<file path="src/shared/lio_consts.vh">
// constants for the lab i/o register bank: host addresses, counter
// commands, field positions and timing figures.
// assumes a byte-wide host bus with 16-bit addresses and one-cycle strobes.
`ifndef LIO_CONSTS_VH
`define LIO_CONSTS_VH
`define LIO_ADDR_AOUT1_LO 16'hc0b0
`define LIO_ADDR_AOUT1_HI 16'hc0b1
`define LIO_ADDR_AOUT2_LO 16'hc0b2
`define LIO_ADDR_AOUT2_HI 16'hc0b3
`define LIO_ADDR_DOUT_LO 16'hc0b4
`define LIO_ADDR_DOUT_HI 16'hc0b5
`define LIO_ADDR_CNT_DATA 16'hc0b6
`define LIO_ADDR_DIN 16'hc0b7
`define LIO_ADDR_CNT_CMD 16'hc0be
`define LIO_CMD_RESET 8'hff
`define LIO_CMD_PTR_FIRST 8'h01
`define LIO_CMD_MODE 8'h17
`define LIO_CMD_ARM 8'h7f
`define LIO_CMD_HOLD_A_LO 8'h12
`define LIO_CMD_HOLD_B_HI 8'h15
`define LIO_CFG_BYTES 5'h1e
`define LIO_CFG_CNT_LO 5'h02
`define LIO_CFG_CNT_HI 5'h03
`define LIO_CFG_BLK_LO 5'h04
`define LIO_CFG_BLK_HI 5'h05
`define LIO_RELAY_HI 11
`define LIO_RELAY_LO 8
`define LIO_SSR_HI 12
`define LIO_SSR_LO 11
`define LIO_MUX_HI 15
`define LIO_MUX_LO 13
`define LIO_TICK_MS 10
`define LIO_CLK_KHZ 10000
`define LIO_WORD_RST 16'h0000
`define LIO_BYTE_RST 8'h00
`endif

</file>
<file path="src/verilog/lio_bank.v">
// lab i/o register bank: analog/digital output latches, live digital
// input port, integrating pulse counter with command/data ports and a
// sample fifo between the integrator and the holding registers.
// assumes sys_clk at 10 MHz, host strobes synchronous to sys_clk and
// all pin inputs asynchronous.
`timescale 1ns/1ns
`include "lio_consts.vh"

module lio_fifo #(
  parameter WIDTH = 64,
  parameter DEPTH = 32,
  parameter AW = 5
) (
  // clock and reset
  input wire sys_clk,
  input wire sys_rst,
  // fill side
  input wire in_valid,
  output wire in_ready,
  input wire [WIDTH-1:0] in_data,
  // drain side
  output wire out_valid,
  input wire out_ready,
  output wire [WIDTH-1:0] out_data
);
  // full-width copies first, then cut on purpose to the pointer widths
  localparam [31:0] FULL_CNT_W = DEPTH;
  localparam [31:0] LAST_W = DEPTH - 1;
  localparam [AW:0] FULL_CNT = FULL_CNT_W[AW:0];
  localparam [AW-1:0] LAST = LAST_W[AW-1:0];
  reg [WIDTH-1:0] mem_q [0:DEPTH-1];
  reg [AW-1:0] wr_q;
  reg [AW-1:0] rd_q;
  reg [AW:0] cnt_q;
  wire push;
  wire pop;

  assign in_ready = (cnt_q != FULL_CNT);
  assign out_valid = (cnt_q != {(AW+1){1'b0}});
  assign out_data = mem_q[rd_q];
  assign push = in_valid & in_ready;
  assign pop = out_valid & out_ready;

  // storage only written, never reset; pointers guard validity
  always @(posedge sys_clk)
  begin
    if (push)
      mem_q[wr_q] <= in_data;
  end

  // pointers wrap at depth, so depth need not be a power of two
  always @(posedge sys_clk)
  begin
    if (sys_rst)
    begin
      wr_q <= {AW{1'b0}};
      rd_q <= {AW{1'b0}};
      cnt_q <= {(AW+1){1'b0}};
    end
    else
    begin
      if (push)
        wr_q <= (wr_q == LAST) ? {AW{1'b0}} : wr_q + 1'b1;
      if (pop)
        rd_q <= (rd_q == LAST) ? {AW{1'b0}} : rd_q + 1'b1;
      if (push & ~pop)
        cnt_q <= cnt_q + 1'b1;
      else if (pop & ~push)
        cnt_q <= cnt_q - 1'b1;
    end
  end
endmodule // lio_fifo

module lio_bank #(
  parameter TICK_CYCLES = `LIO_TICK_MS * `LIO_CLK_KHZ,
  parameter TICK_W = 17,
  parameter FIFO_DEPTH = 32,
  parameter FIFO_AW = 5
) (
  // clock and reset
  input wire sys_clk,
  input wire sys_rst,
  // host bus
  input wire [15:0] bus_addr,
  input wire [7:0] bus_wdata,
  input wire bus_wr,
  input wire bus_rd,
  output reg [7:0] bus_rdata,
  // analog output words
  output reg [15:0] aout_one_word,
  output reg [15:0] aout_two_word,
  // digital outputs and drivers
  output reg [15:0] digital_out_lines,
  output reg [7:0] drv_out,
  output reg drv_oe,
  output reg [3:0] relay_drv,
  output reg [1:0] ssr_drv,
  output reg [2:0] mux_sel,
  input wire drv_en_n,
  // digital inputs and pulse inputs
  input wire [5:0] digital_in_lines,
  input wire vf_pulse_a,
  input wire vf_pulse_b,
  // status
  output reg integrating
);
  localparam [31:0] TICK_LAST_W = TICK_CYCLES - 1;
  localparam [TICK_W-1:0] TICK_LAST = TICK_LAST_W[TICK_W-1:0];
  localparam [1:0] ST_OFF = 2'b00;
  localparam [1:0] ST_INTEG = 2'b01;
  localparam [1:0] ST_PUSH = 2'b10;
  localparam [1:0] ST_BLANK = 2'b11;

  // pin synchronisers
  reg [5:0] din_s1_q;
  reg [5:0] din_s2_q;
  reg [1:0] vf_s1_q;
  reg [1:0] vf_s2_q;
  reg [1:0] vf_s3_q;
  reg en_s1_q;
  reg en_s2_q;
  // counter configuration and pointers
  reg [7:0] cfg_q [0:`LIO_CFG_BYTES-1];
  reg [4:0] ptr_q;
  reg mode_wr_q;
  reg mode_byte_q;
  reg [15:0] mode_q;
  reg hold_sel_q;
  reg [1:0] hold_word_q;
  reg hold_byte_q;
  // integrator
  reg armed_q;
  reg [1:0] state_q;
  reg [TICK_W-1:0] tick_q;
  reg [15:0] dur_q;
  reg [31:0] cnt_a_q;
  reg [31:0] cnt_b_q;
  integer i;

  wire tick;
  wire [1:0] vf_rise;
  wire [15:0] count_len;
  wire [15:0] blank_len;
  wire fifo_in_ready;
  wire sample_ready;
  wire [63:0] hold_data;
  reg [15:0] hold_word;
  wire [7:0] hold_byte;
  wire [7:0] cfg_rd_byte;
  wire w_a1l, w_a1h, w_a2l, w_a2h, w_dol, w_doh, w_dat, w_din, w_cmd;
  wire r_dat, r_din;

  function lio_hit;
    input [15:0] addr;
    input [15:0] loc;
    begin
      lio_hit = (addr == loc);
    end
  endfunction

  // address decode for both strobes
  assign w_a1l = bus_wr & lio_hit(bus_addr, `LIO_ADDR_AOUT1_LO);
  assign w_a1h = bus_wr & lio_hit(bus_addr, `LIO_ADDR_AOUT1_HI);
  assign w_a2l = bus_wr & lio_hit(bus_addr, `LIO_ADDR_AOUT2_LO);
  assign w_a2h = bus_wr & lio_hit(bus_addr, `LIO_ADDR_AOUT2_HI);
  assign w_dol = bus_wr & lio_hit(bus_addr, `LIO_ADDR_DOUT_LO);
  assign w_doh = bus_wr & lio_hit(bus_addr, `LIO_ADDR_DOUT_HI);
  assign w_dat = bus_wr & lio_hit(bus_addr, `LIO_ADDR_CNT_DATA);
  assign w_din = bus_wr & lio_hit(bus_addr, `LIO_ADDR_DIN);
  assign w_cmd = bus_wr & lio_hit(bus_addr, `LIO_ADDR_CNT_CMD);
  assign r_dat = bus_rd & lio_hit(bus_addr, `LIO_ADDR_CNT_DATA);
  assign r_din = bus_rd & lio_hit(bus_addr, `LIO_ADDR_DIN);

  // two flops on every pin, a third on the pulse pins; edge detect reads only the second and third
  always @(posedge sys_clk)
  begin
    if (sys_rst)
    begin
      din_s1_q <= 6'h00;
      din_s2_q <= 6'h00;
      vf_s1_q <= 2'h0;
      vf_s2_q <= 2'h0;
      vf_s3_q <= 2'h0;
      en_s1_q <= 1'b1;
      en_s2_q <= 1'b1;
    end
    else
    begin
      din_s1_q <= digital_in_lines;
      din_s2_q <= din_s1_q;
      vf_s1_q <= {vf_pulse_b, vf_pulse_a};
      vf_s2_q <= vf_s1_q;
      vf_s3_q <= vf_s2_q;
      en_s1_q <= drv_en_n;
      en_s2_q <= en_s1_q;
    end
  end
  assign vf_rise = vf_s2_q & ~vf_s3_q;

  // output latches keep their value until rewritten
  always @(posedge sys_clk)
  begin
    if (sys_rst)
    begin
      aout_one_word <= `LIO_WORD_RST;
      aout_two_word <= `LIO_WORD_RST;
      digital_out_lines <= `LIO_WORD_RST;
    end
    else
    begin
      // each byte lands in its half; the word is two's complement as is
      if (w_a1l)
        aout_one_word[7:0] <= bus_wdata;
      if (w_a1h)
        aout_one_word[15:8] <= bus_wdata;
      if (w_a2l)
        aout_two_word[7:0] <= bus_wdata;
      if (w_a2h)
        aout_two_word[15:8] <= bus_wdata;
      if (w_dol)
        digital_out_lines[7:0] <= bus_wdata;
      if (w_doh)
        digital_out_lines[15:8] <= bus_wdata;
    end
  end

  // driver copies follow the latches one cycle later
  always @(posedge sys_clk)
  begin
    if (sys_rst)
    begin
      drv_out <= `LIO_BYTE_RST;
      drv_oe <= 1'b0;
      relay_drv <= 4'h0;
      ssr_drv <= 2'h0;
      mux_sel <= 3'h0;
    end
    else
    begin
      drv_out <= digital_out_lines[7:0];
      drv_oe <= ~en_s2_q;
      relay_drv <= digital_out_lines[`LIO_RELAY_HI:`LIO_RELAY_LO];
      ssr_drv <= digital_out_lines[`LIO_SSR_HI:`LIO_SSR_LO];
      mux_sel <= digital_out_lines[`LIO_MUX_HI:`LIO_MUX_LO];
    end
  end

  // durations in 10 ms units; zero acts as one unit
  assign count_len = {cfg_q[`LIO_CFG_CNT_HI], cfg_q[`LIO_CFG_CNT_LO]};
  assign blank_len = {cfg_q[`LIO_CFG_BLK_HI], cfg_q[`LIO_CFG_BLK_LO]};
  assign tick = (tick_q == TICK_LAST);

  // integrate, queue the sample, idle, repeat; a full fifo stalls here
  always @(posedge sys_clk)
  begin
    if (sys_rst || (w_cmd && bus_wdata == `LIO_CMD_RESET))
    begin
      state_q <= ST_OFF;
      tick_q <= {TICK_W{1'b0}};
      dur_q <= 16'h0000;
      cnt_a_q <= 32'h00000000;
      cnt_b_q <= 32'h00000000;
      integrating <= 1'b0;
    end
    else
    begin
      tick_q <= tick ? {TICK_W{1'b0}} : tick_q + 1'b1;
      integrating <= (state_q == ST_INTEG);
      case (state_q)
        ST_OFF:
        begin
          if (armed_q)
          begin
            state_q <= ST_INTEG;
            dur_q <= count_len;
            tick_q <= {TICK_W{1'b0}};
            cnt_a_q <= 32'h00000000;
            cnt_b_q <= 32'h00000000;
          end
        end
        ST_INTEG:
        begin
          cnt_a_q <= cnt_a_q + {31'h0, vf_rise[0]};
          cnt_b_q <= cnt_b_q + {31'h0, vf_rise[1]};
          if (tick)
          begin
            dur_q <= dur_q - 16'h0001;
            if (dur_q <= 16'h0001)
              state_q <= ST_PUSH;
          end
        end
        ST_PUSH:
        begin
          if (fifo_in_ready)
          begin
            state_q <= ST_BLANK;
            dur_q <= blank_len;
          end
        end
        ST_BLANK:
        begin
          if (tick)
          begin
            dur_q <= dur_q - 16'h0001;
            if (dur_q <= 16'h0001)
            begin
              state_q <= ST_INTEG;
              dur_q <= count_len;
              cnt_a_q <= 32'h00000000;
              cnt_b_q <= 32'h00000000;
            end
          end
        end
        default:
          state_q <= ST_OFF;
      endcase
    end
  end

  // head of the fifo is the holding register set; acknowledged by a write
  // to the input port, so an unread period is never overwritten
  lio_fifo #(
    .WIDTH(64),
    .DEPTH(FIFO_DEPTH),
    .AW(FIFO_AW)
  ) u_fifo (
    .sys_clk(sys_clk),
    .sys_rst(sys_rst),
    .in_valid(state_q == ST_PUSH),
    .in_ready(fifo_in_ready),
    .in_data({cnt_b_q, cnt_a_q}),
    .out_valid(sample_ready),
    .out_ready(w_din),
    .out_data(hold_data)
  );

  // hold word chosen by command, byte chosen by read order
  always @*
  begin
    case (hold_word_q)
      2'h0: hold_word = hold_data[15:0];
      2'h1: hold_word = hold_data[31:16];
      2'h2: hold_word = hold_data[47:32];
      default: hold_word = hold_data[63:48];
    endcase
  end
  assign hold_byte = hold_byte_q ? hold_word[15:8] : hold_word[7:0];
  assign cfg_rd_byte = mode_wr_q ? (mode_byte_q ? mode_q[15:8] : mode_q[7:0]) :
                       cfg_q[ptr_q];

  // command port and data pointer
  always @(posedge sys_clk)
  begin
    if (sys_rst || (w_cmd && bus_wdata == `LIO_CMD_RESET))
    begin
      ptr_q <= 5'h00;
      mode_wr_q <= 1'b0;
      mode_byte_q <= 1'b0;
      mode_q <= `LIO_WORD_RST;
      hold_sel_q <= 1'b0;
      hold_word_q <= 2'h0;
      hold_byte_q <= 1'b0;
      armed_q <= 1'b0;
      for (i = 0; i < `LIO_CFG_BYTES; i = i + 1)
        cfg_q[i] <= `LIO_BYTE_RST;
    end
    else if (w_cmd)
    begin
      if (bus_wdata == `LIO_CMD_PTR_FIRST)
      begin
        ptr_q <= 5'h00;
        mode_wr_q <= 1'b0;
        hold_sel_q <= 1'b0;
      end
      else if (bus_wdata == `LIO_CMD_MODE)
      begin
        mode_wr_q <= 1'b1;
        mode_byte_q <= 1'b0;
        hold_sel_q <= 1'b0;
      end
      else if (bus_wdata == `LIO_CMD_ARM)
        armed_q <= 1'b1;
      else if (bus_wdata >= `LIO_CMD_HOLD_A_LO && bus_wdata <= `LIO_CMD_HOLD_B_HI)
      begin
        hold_sel_q <= 1'b1;
        hold_word_q <= bus_wdata[1:0] - 2'h2;
        hold_byte_q <= 1'b0;
      end
    end
    else if (w_dat)
    begin
      // writes land at the pointer, low byte first, then step on
      if (mode_wr_q)
      begin
        if (mode_byte_q)
          mode_q[15:8] <= bus_wdata;
        else
          mode_q[7:0] <= bus_wdata;
        mode_byte_q <= ~mode_byte_q;
      end
      else
      begin
        cfg_q[ptr_q] <= bus_wdata;
        ptr_q <= (ptr_q == `LIO_CFG_BYTES - 5'h01) ? 5'h00 : ptr_q + 5'h01;
      end
    end
    else if (r_dat)
    begin
      // a read flips the hold or mode byte if selected, else steps the pointer, which is why hosts pre-select
      if (hold_sel_q)
        hold_byte_q <= ~hold_byte_q;
      else if (mode_wr_q)
        mode_byte_q <= ~mode_byte_q;
      else
        ptr_q <= (ptr_q == `LIO_CFG_BYTES - 5'h01) ? 5'h00 : ptr_q + 5'h01;
    end
  end

  // read data registered one cycle after the strobe; unmapped reads zero
  always @(posedge sys_clk)
  begin
    if (sys_rst)
      bus_rdata <= `LIO_BYTE_RST;
    else if (r_din)
      bus_rdata <= {sample_ready, 1'b0, din_s2_q};
    else if (r_dat)
      bus_rdata <= hold_sel_q ? hold_byte : cfg_rd_byte;
    else if (bus_rd)
      bus_rdata <= `LIO_BYTE_RST;
  end
endmodule // lio_bank

</file>
<file path="config.mk">
export PLATFORM = sky130hd
export DESIGN_NAME = lio_bank
export DESIGN_NICKNAME = d
export VERILOG_FILES = /design/src/verilog/lio_bank.v
export VERILOG_INCLUDE_DIRS = /design/src /design/src/shared
export SDC_FILE = /design/constraint.sdc
export NUM_CORES = 2
export LEC_CHECK = 0
export BUFFER_PORTS_ARGS = -buffer_cell sky130_fd_sc_hd__buf_2
export CAP_MARGIN = 20
export CORE_ASPECT_RATIO = 0.9
export CORE_MARGIN = 8
export CORE_UTILIZATION = 35
export DETAILED_ROUTE_END_ITERATION = 10
export GPL_ROUTABILITY_DRIVEN = 0
export PLACE_DENSITY = 0.49
export SYNTH_ARGS = -nofsm -noshare
export SYNTH_HDL_FRONTEND = slang
export SYNTH_SLANG_ARGS = --single-unit
</file>
<file path="constraint.sdc">
create_clock -name sys_clk -period 6.2 [get_ports sys_clk]
set_clock_uncertainty 0.15 [all_clocks]
set_input_delay 0 -clock sys_clk [delete_from_list [all_inputs] [get_ports sys_clk]]
set_output_delay 0 -clock sys_clk [all_outputs]
set_load 0.005 [all_outputs]
</file>
==> flow_metrics.env <==
export IMPL_status="completed"
export IMPL_maxCapViolations=0
export IMPL_first_iter_violations=6919
export IMPL_yosys_warnings=0
export IMPL_grt_overflow_total=0
export IMPL_htree_levels=5
export IMPL_cts_repair_resized=0
export IMPL_worst_pin_slew_ns=1.27
export IMPL_dieArea_um2=305000
export IMPL_nets=5943
export IMPL_start_util=0.352
export IMPL_drc=0
export IMPL_core_area_um2=286000
export IMPL_root_buffer="clkbuf_16"
export IMPL_cts_tree="built"
export IMPL_drt_pass1_iter_count=5
export IMPL_synthToLayoutAreaGrowth_pct=17.0
export IMPL_fin_crit_ns=5.19
export IMPL_worstPathArrival_ns=5.83
export IMPL_highest_layer="met4"
export IMPL_peakVddDrop_v=0.000237
export IMPL_antenna_found_initial=19
export IMPL_post_place_ws_ns=1.51
export IMPL_p_leak_nw=34.3
export IMPL_io_pins=112
export IMPL_wl_met2_um=146000
export IMPL_hold_viol=0
export IMPL_drive_above_1_share=0.243
export IMPL_grt_pass1_wl_um=449000
export IMPL_wl_met1_um=145000
export IMPL_synth_edf_count=2304
export IMPL_max_freq_mhz=193
export IMPL_async_flop_share=0
export IMPL_portBuffers=111
export IMPL_drt_total_wl_um=324000
export IMPL_ys_ff_latch=2551
export IMPL_setup_tns_final_ns=0
export IMPL_end_kind="flip-flop"
export IMPL_syn_nets=5495
export IMPL_synthFlopType="edfxtp_1"
export IMPL_grt_pass1_vias=55100
export IMPL_cts_buffer_depth=4
export IMPL_grtUsageTotal=0.206
export IMPL_post_cts_buffers=0
export IMPL_maxSlewHeadroom=0.150
export IMPL_cp_max_fo=5
export IMPL_ant_nets=0
export IMPL_fin_ws_ns=1.01
export IMPL_power_density_nw_per_um2=308
export IMPL_finalCritPeriodShare=0.837
export IMPL_ys_types=81
export IMPL_numCtsBuffers=283
export IMPL_die_h_um=525
export IMPL_hold_class="input port to flip-flop"
export IMPL_dieWidth_um=581
export IMPL_hold_path_startpoint="bus_addr[14]"
export IMPL_synth_yosys_seq_area_share=0.737
export IMPL_cp_start_kind="input port"
export IMPL_critPathKind="input port to flip-flop"
export IMPL_rows=186
export IMPL_clock_sinks=2551
export IMPL_via_count=55700
export IMPL_crit_path_start="bus_addr[8]"
export IMPL_grt_max_degree=89
export IMPL_viasPerCell=5.65
export IMPL_wl_met3_um=26700
export IMPL_syn_avg_cell_area_um2=18.5
export IMPL_path_clk_slew_ns=0.06
export IMPL_cp_required_ns=6.85
export IMPL_rsz0062_at_grt="false"
export IMPL_setup_viol=0
export IMPL_syn_area_um2=101000
export IMPL_drt_wirelength_per_cell_um=32.9
export IMPL_slew_violations=0
export IMPL_clkLatencyLatePin_ns=0.88
export IMPL_synthCells=5429
export IMPL_dp_hpwl_um=189000
-- synthesized netlist by cell type, types with 15 or more instances --
| master | n | area, um2 |
|---|---|---|
| o21ai_0 | 86 | 430 |
| buf_2 | 70 | 350 |
| inv_1 | 32 | 120 |
| a221oi_1 | 15 | 131 |
| a22oi_1 | 73 | 548 |
| a31oi_1 | 27 | 169 |
| nor2_1 | 252 | 946 |
| and2_1 | 226 | 1410 |
| buf_1 | 44 | 165 |
| mux2_2 | 18 | 203 |
| and3_1 | 30 | 188 |
| nor3_1 | 73 | 365 |
| xnor2_1 | 42 | 368 |
| clkbuf_1 | 201 | 754 |
| ha_1 | 28 | 350 |
| mux4_2 | 590 | 13300 |
| nand3_1 | 73 | 365 |
| nand2b_1 | 17 | 106 |
| o22ai_1 | 27 | 169 |
| a211oi_1 | 22 | 165 |
| mux2i_1 | 111 | 1110 |
| nand2_1 | 300 | 1130 |
| nand4_1 | 41 | 257 |
| nor4_1 | 21 | 131 |
| edfxtp_1 | 2304 | 69200 |
| a21oi_1 | 143 | 716 |
| a2bb2oi_1 | 15 | 131 |
| xor2_1 | 47 | 412 |
| dfxtp_1 | 247 | 4940 |
| nor2b_1 | 59 | 369 |
-- worst paths after layout --
| kind | to | slack [ns] | cells past startpoint |
|---|---|---|---|
| worst min register to register | drv_oe | 0.23 | 1 |
| worst max-delay path | u_fifo.cnt_q[5] | 1.01 | 19 |
| worst min-delay path | bus_rdata[1] | 0.07 | 6 |
| worst max register to register | bus_rdata[3] | 1.55 | 7 |
-- worst max-delay path, stage by stage --
cell	delay, ns
dlygate4sd3_1	0.54
buf_2	0.13
or4_1	0.49
dlygate4sd3_1	0.59
nor4_1	0.92
nand4_1	0.27
dlygate4sd3_1	0.67
nor2_1	0.26
nand2_1	0.10
ha_1	0.23
inv_1	0.15
ha_1	0.25
a21o_1	0.18
a21oi_1	0.22
o21bai_1	0.09
a21oi_1	0.19
xnor2_1	0.09
or3_1	0.31
a21oi_1	0.15
-- sequential cells by signal (all words and copies together), names as in the netlist, 16 cells and up, named ones only --
| register | cells |
|---|---|
| cnt_a_q | 32 |
| mode_q | 16 |
| aout_one_word | 16 |
| digital_out_lines | 16 |
| aout_two_word | 16 |
| u_fifo.mem_q | 2048 |
| tick_q | 17 |
| cfg_q | 256 |
| cnt_b_q | 32 |
| dur_q | 16 |
-- layout by cell type, fill, tap and decap left out, types with 41 or more instances in the layout --
cell,count
edfxtp_1,2304
mux4_2,590
nand2_1,300
clkbuf_16,290
dfxtp_1,236
and2_1,224
nor2_1,217
buf_4,198
a21oi_1,142
buf_2,124
mux2i_1,111
o21ai_0,86
dlygate4sd3_1,80
nand3_1,73
a22oi_1,73
nor3_1,72
clkbuf_1,65
nor2b_1,54
clkinv_1,52
clkinv_2,49
xor2_1,47
buf_12,47
xnor2_1,42
nand4_1,41
-- area by class of cell --
type / instances / area (um2)
Antenna cell: 6 / 15.0
Inverter: 35 / 133
Timing Repair Buffer: 480 / 4460
Clock inverter: 138 / 1260
Tap cell: 3760 / 4700
Sequential cell: 2551 / 74200
Fill cell: 25300 / 168000
Clock buffer: 362 / 7600
Multi-Input combinational cell: 2526 / 25400
-- layer usage --
metal	GRT usage	vias to the layer above
met5	0	-
met4	0.0420	0
met3	0.0424	411
met2	0.314	2403
met1	0.305	30200
li1	-	22800
-- logic make-up after synthesis --
| kind of cell | synth area share |
|---|---|
| xor+xnor | 0.00775 |
| compound gates | 0.0331 |
| fa+ha+maj | 0.00368 |
| buf+inv | 0.0141 |
| simple gates | 0.0595 |
| flops | 0.737 |
| mux | 0.145 |
-- stage by stage --
| stage | hold slack [ns] | utilization | std cells | cell area, um2 | total power [mW] |
|---|---|---|---|---|---|
| final | 0.0746 | 0.412 | 9858 | 118000 | 36.3 |
| after global routing | 0.0573 | 0.412 | 9854 | 118000 | 37.3 |
| after CTS | 0.0198 | 0.410 | 9818 | 117000 | 36.6 |
| after detailed placement | 0.0516 | 0.376 | 9238 | 107000 | 20.3 |
| after global placement | 0.0572 | 0.375 | 9214 | 107000 | 20.2 |
| after floorplan | -0.0511 | - | 5429 | 101000 | 19.9 |
-- power breakdown --
group	leakage, nW	switching, mW	internal [mW]
logic	9.20	0.732	0.476
clock network	4.33	6.92	9.44
registers	20.8	0.0998	18.6
-- repair_timing --
action | 4_1_cts | 5_1_grt
hold endpoints to repair | 408 | 0
setup endpoints to repair | 0 | 0
hold buffers | 80 | 0
Note: power is estimated with default switching activity, not from simulation.
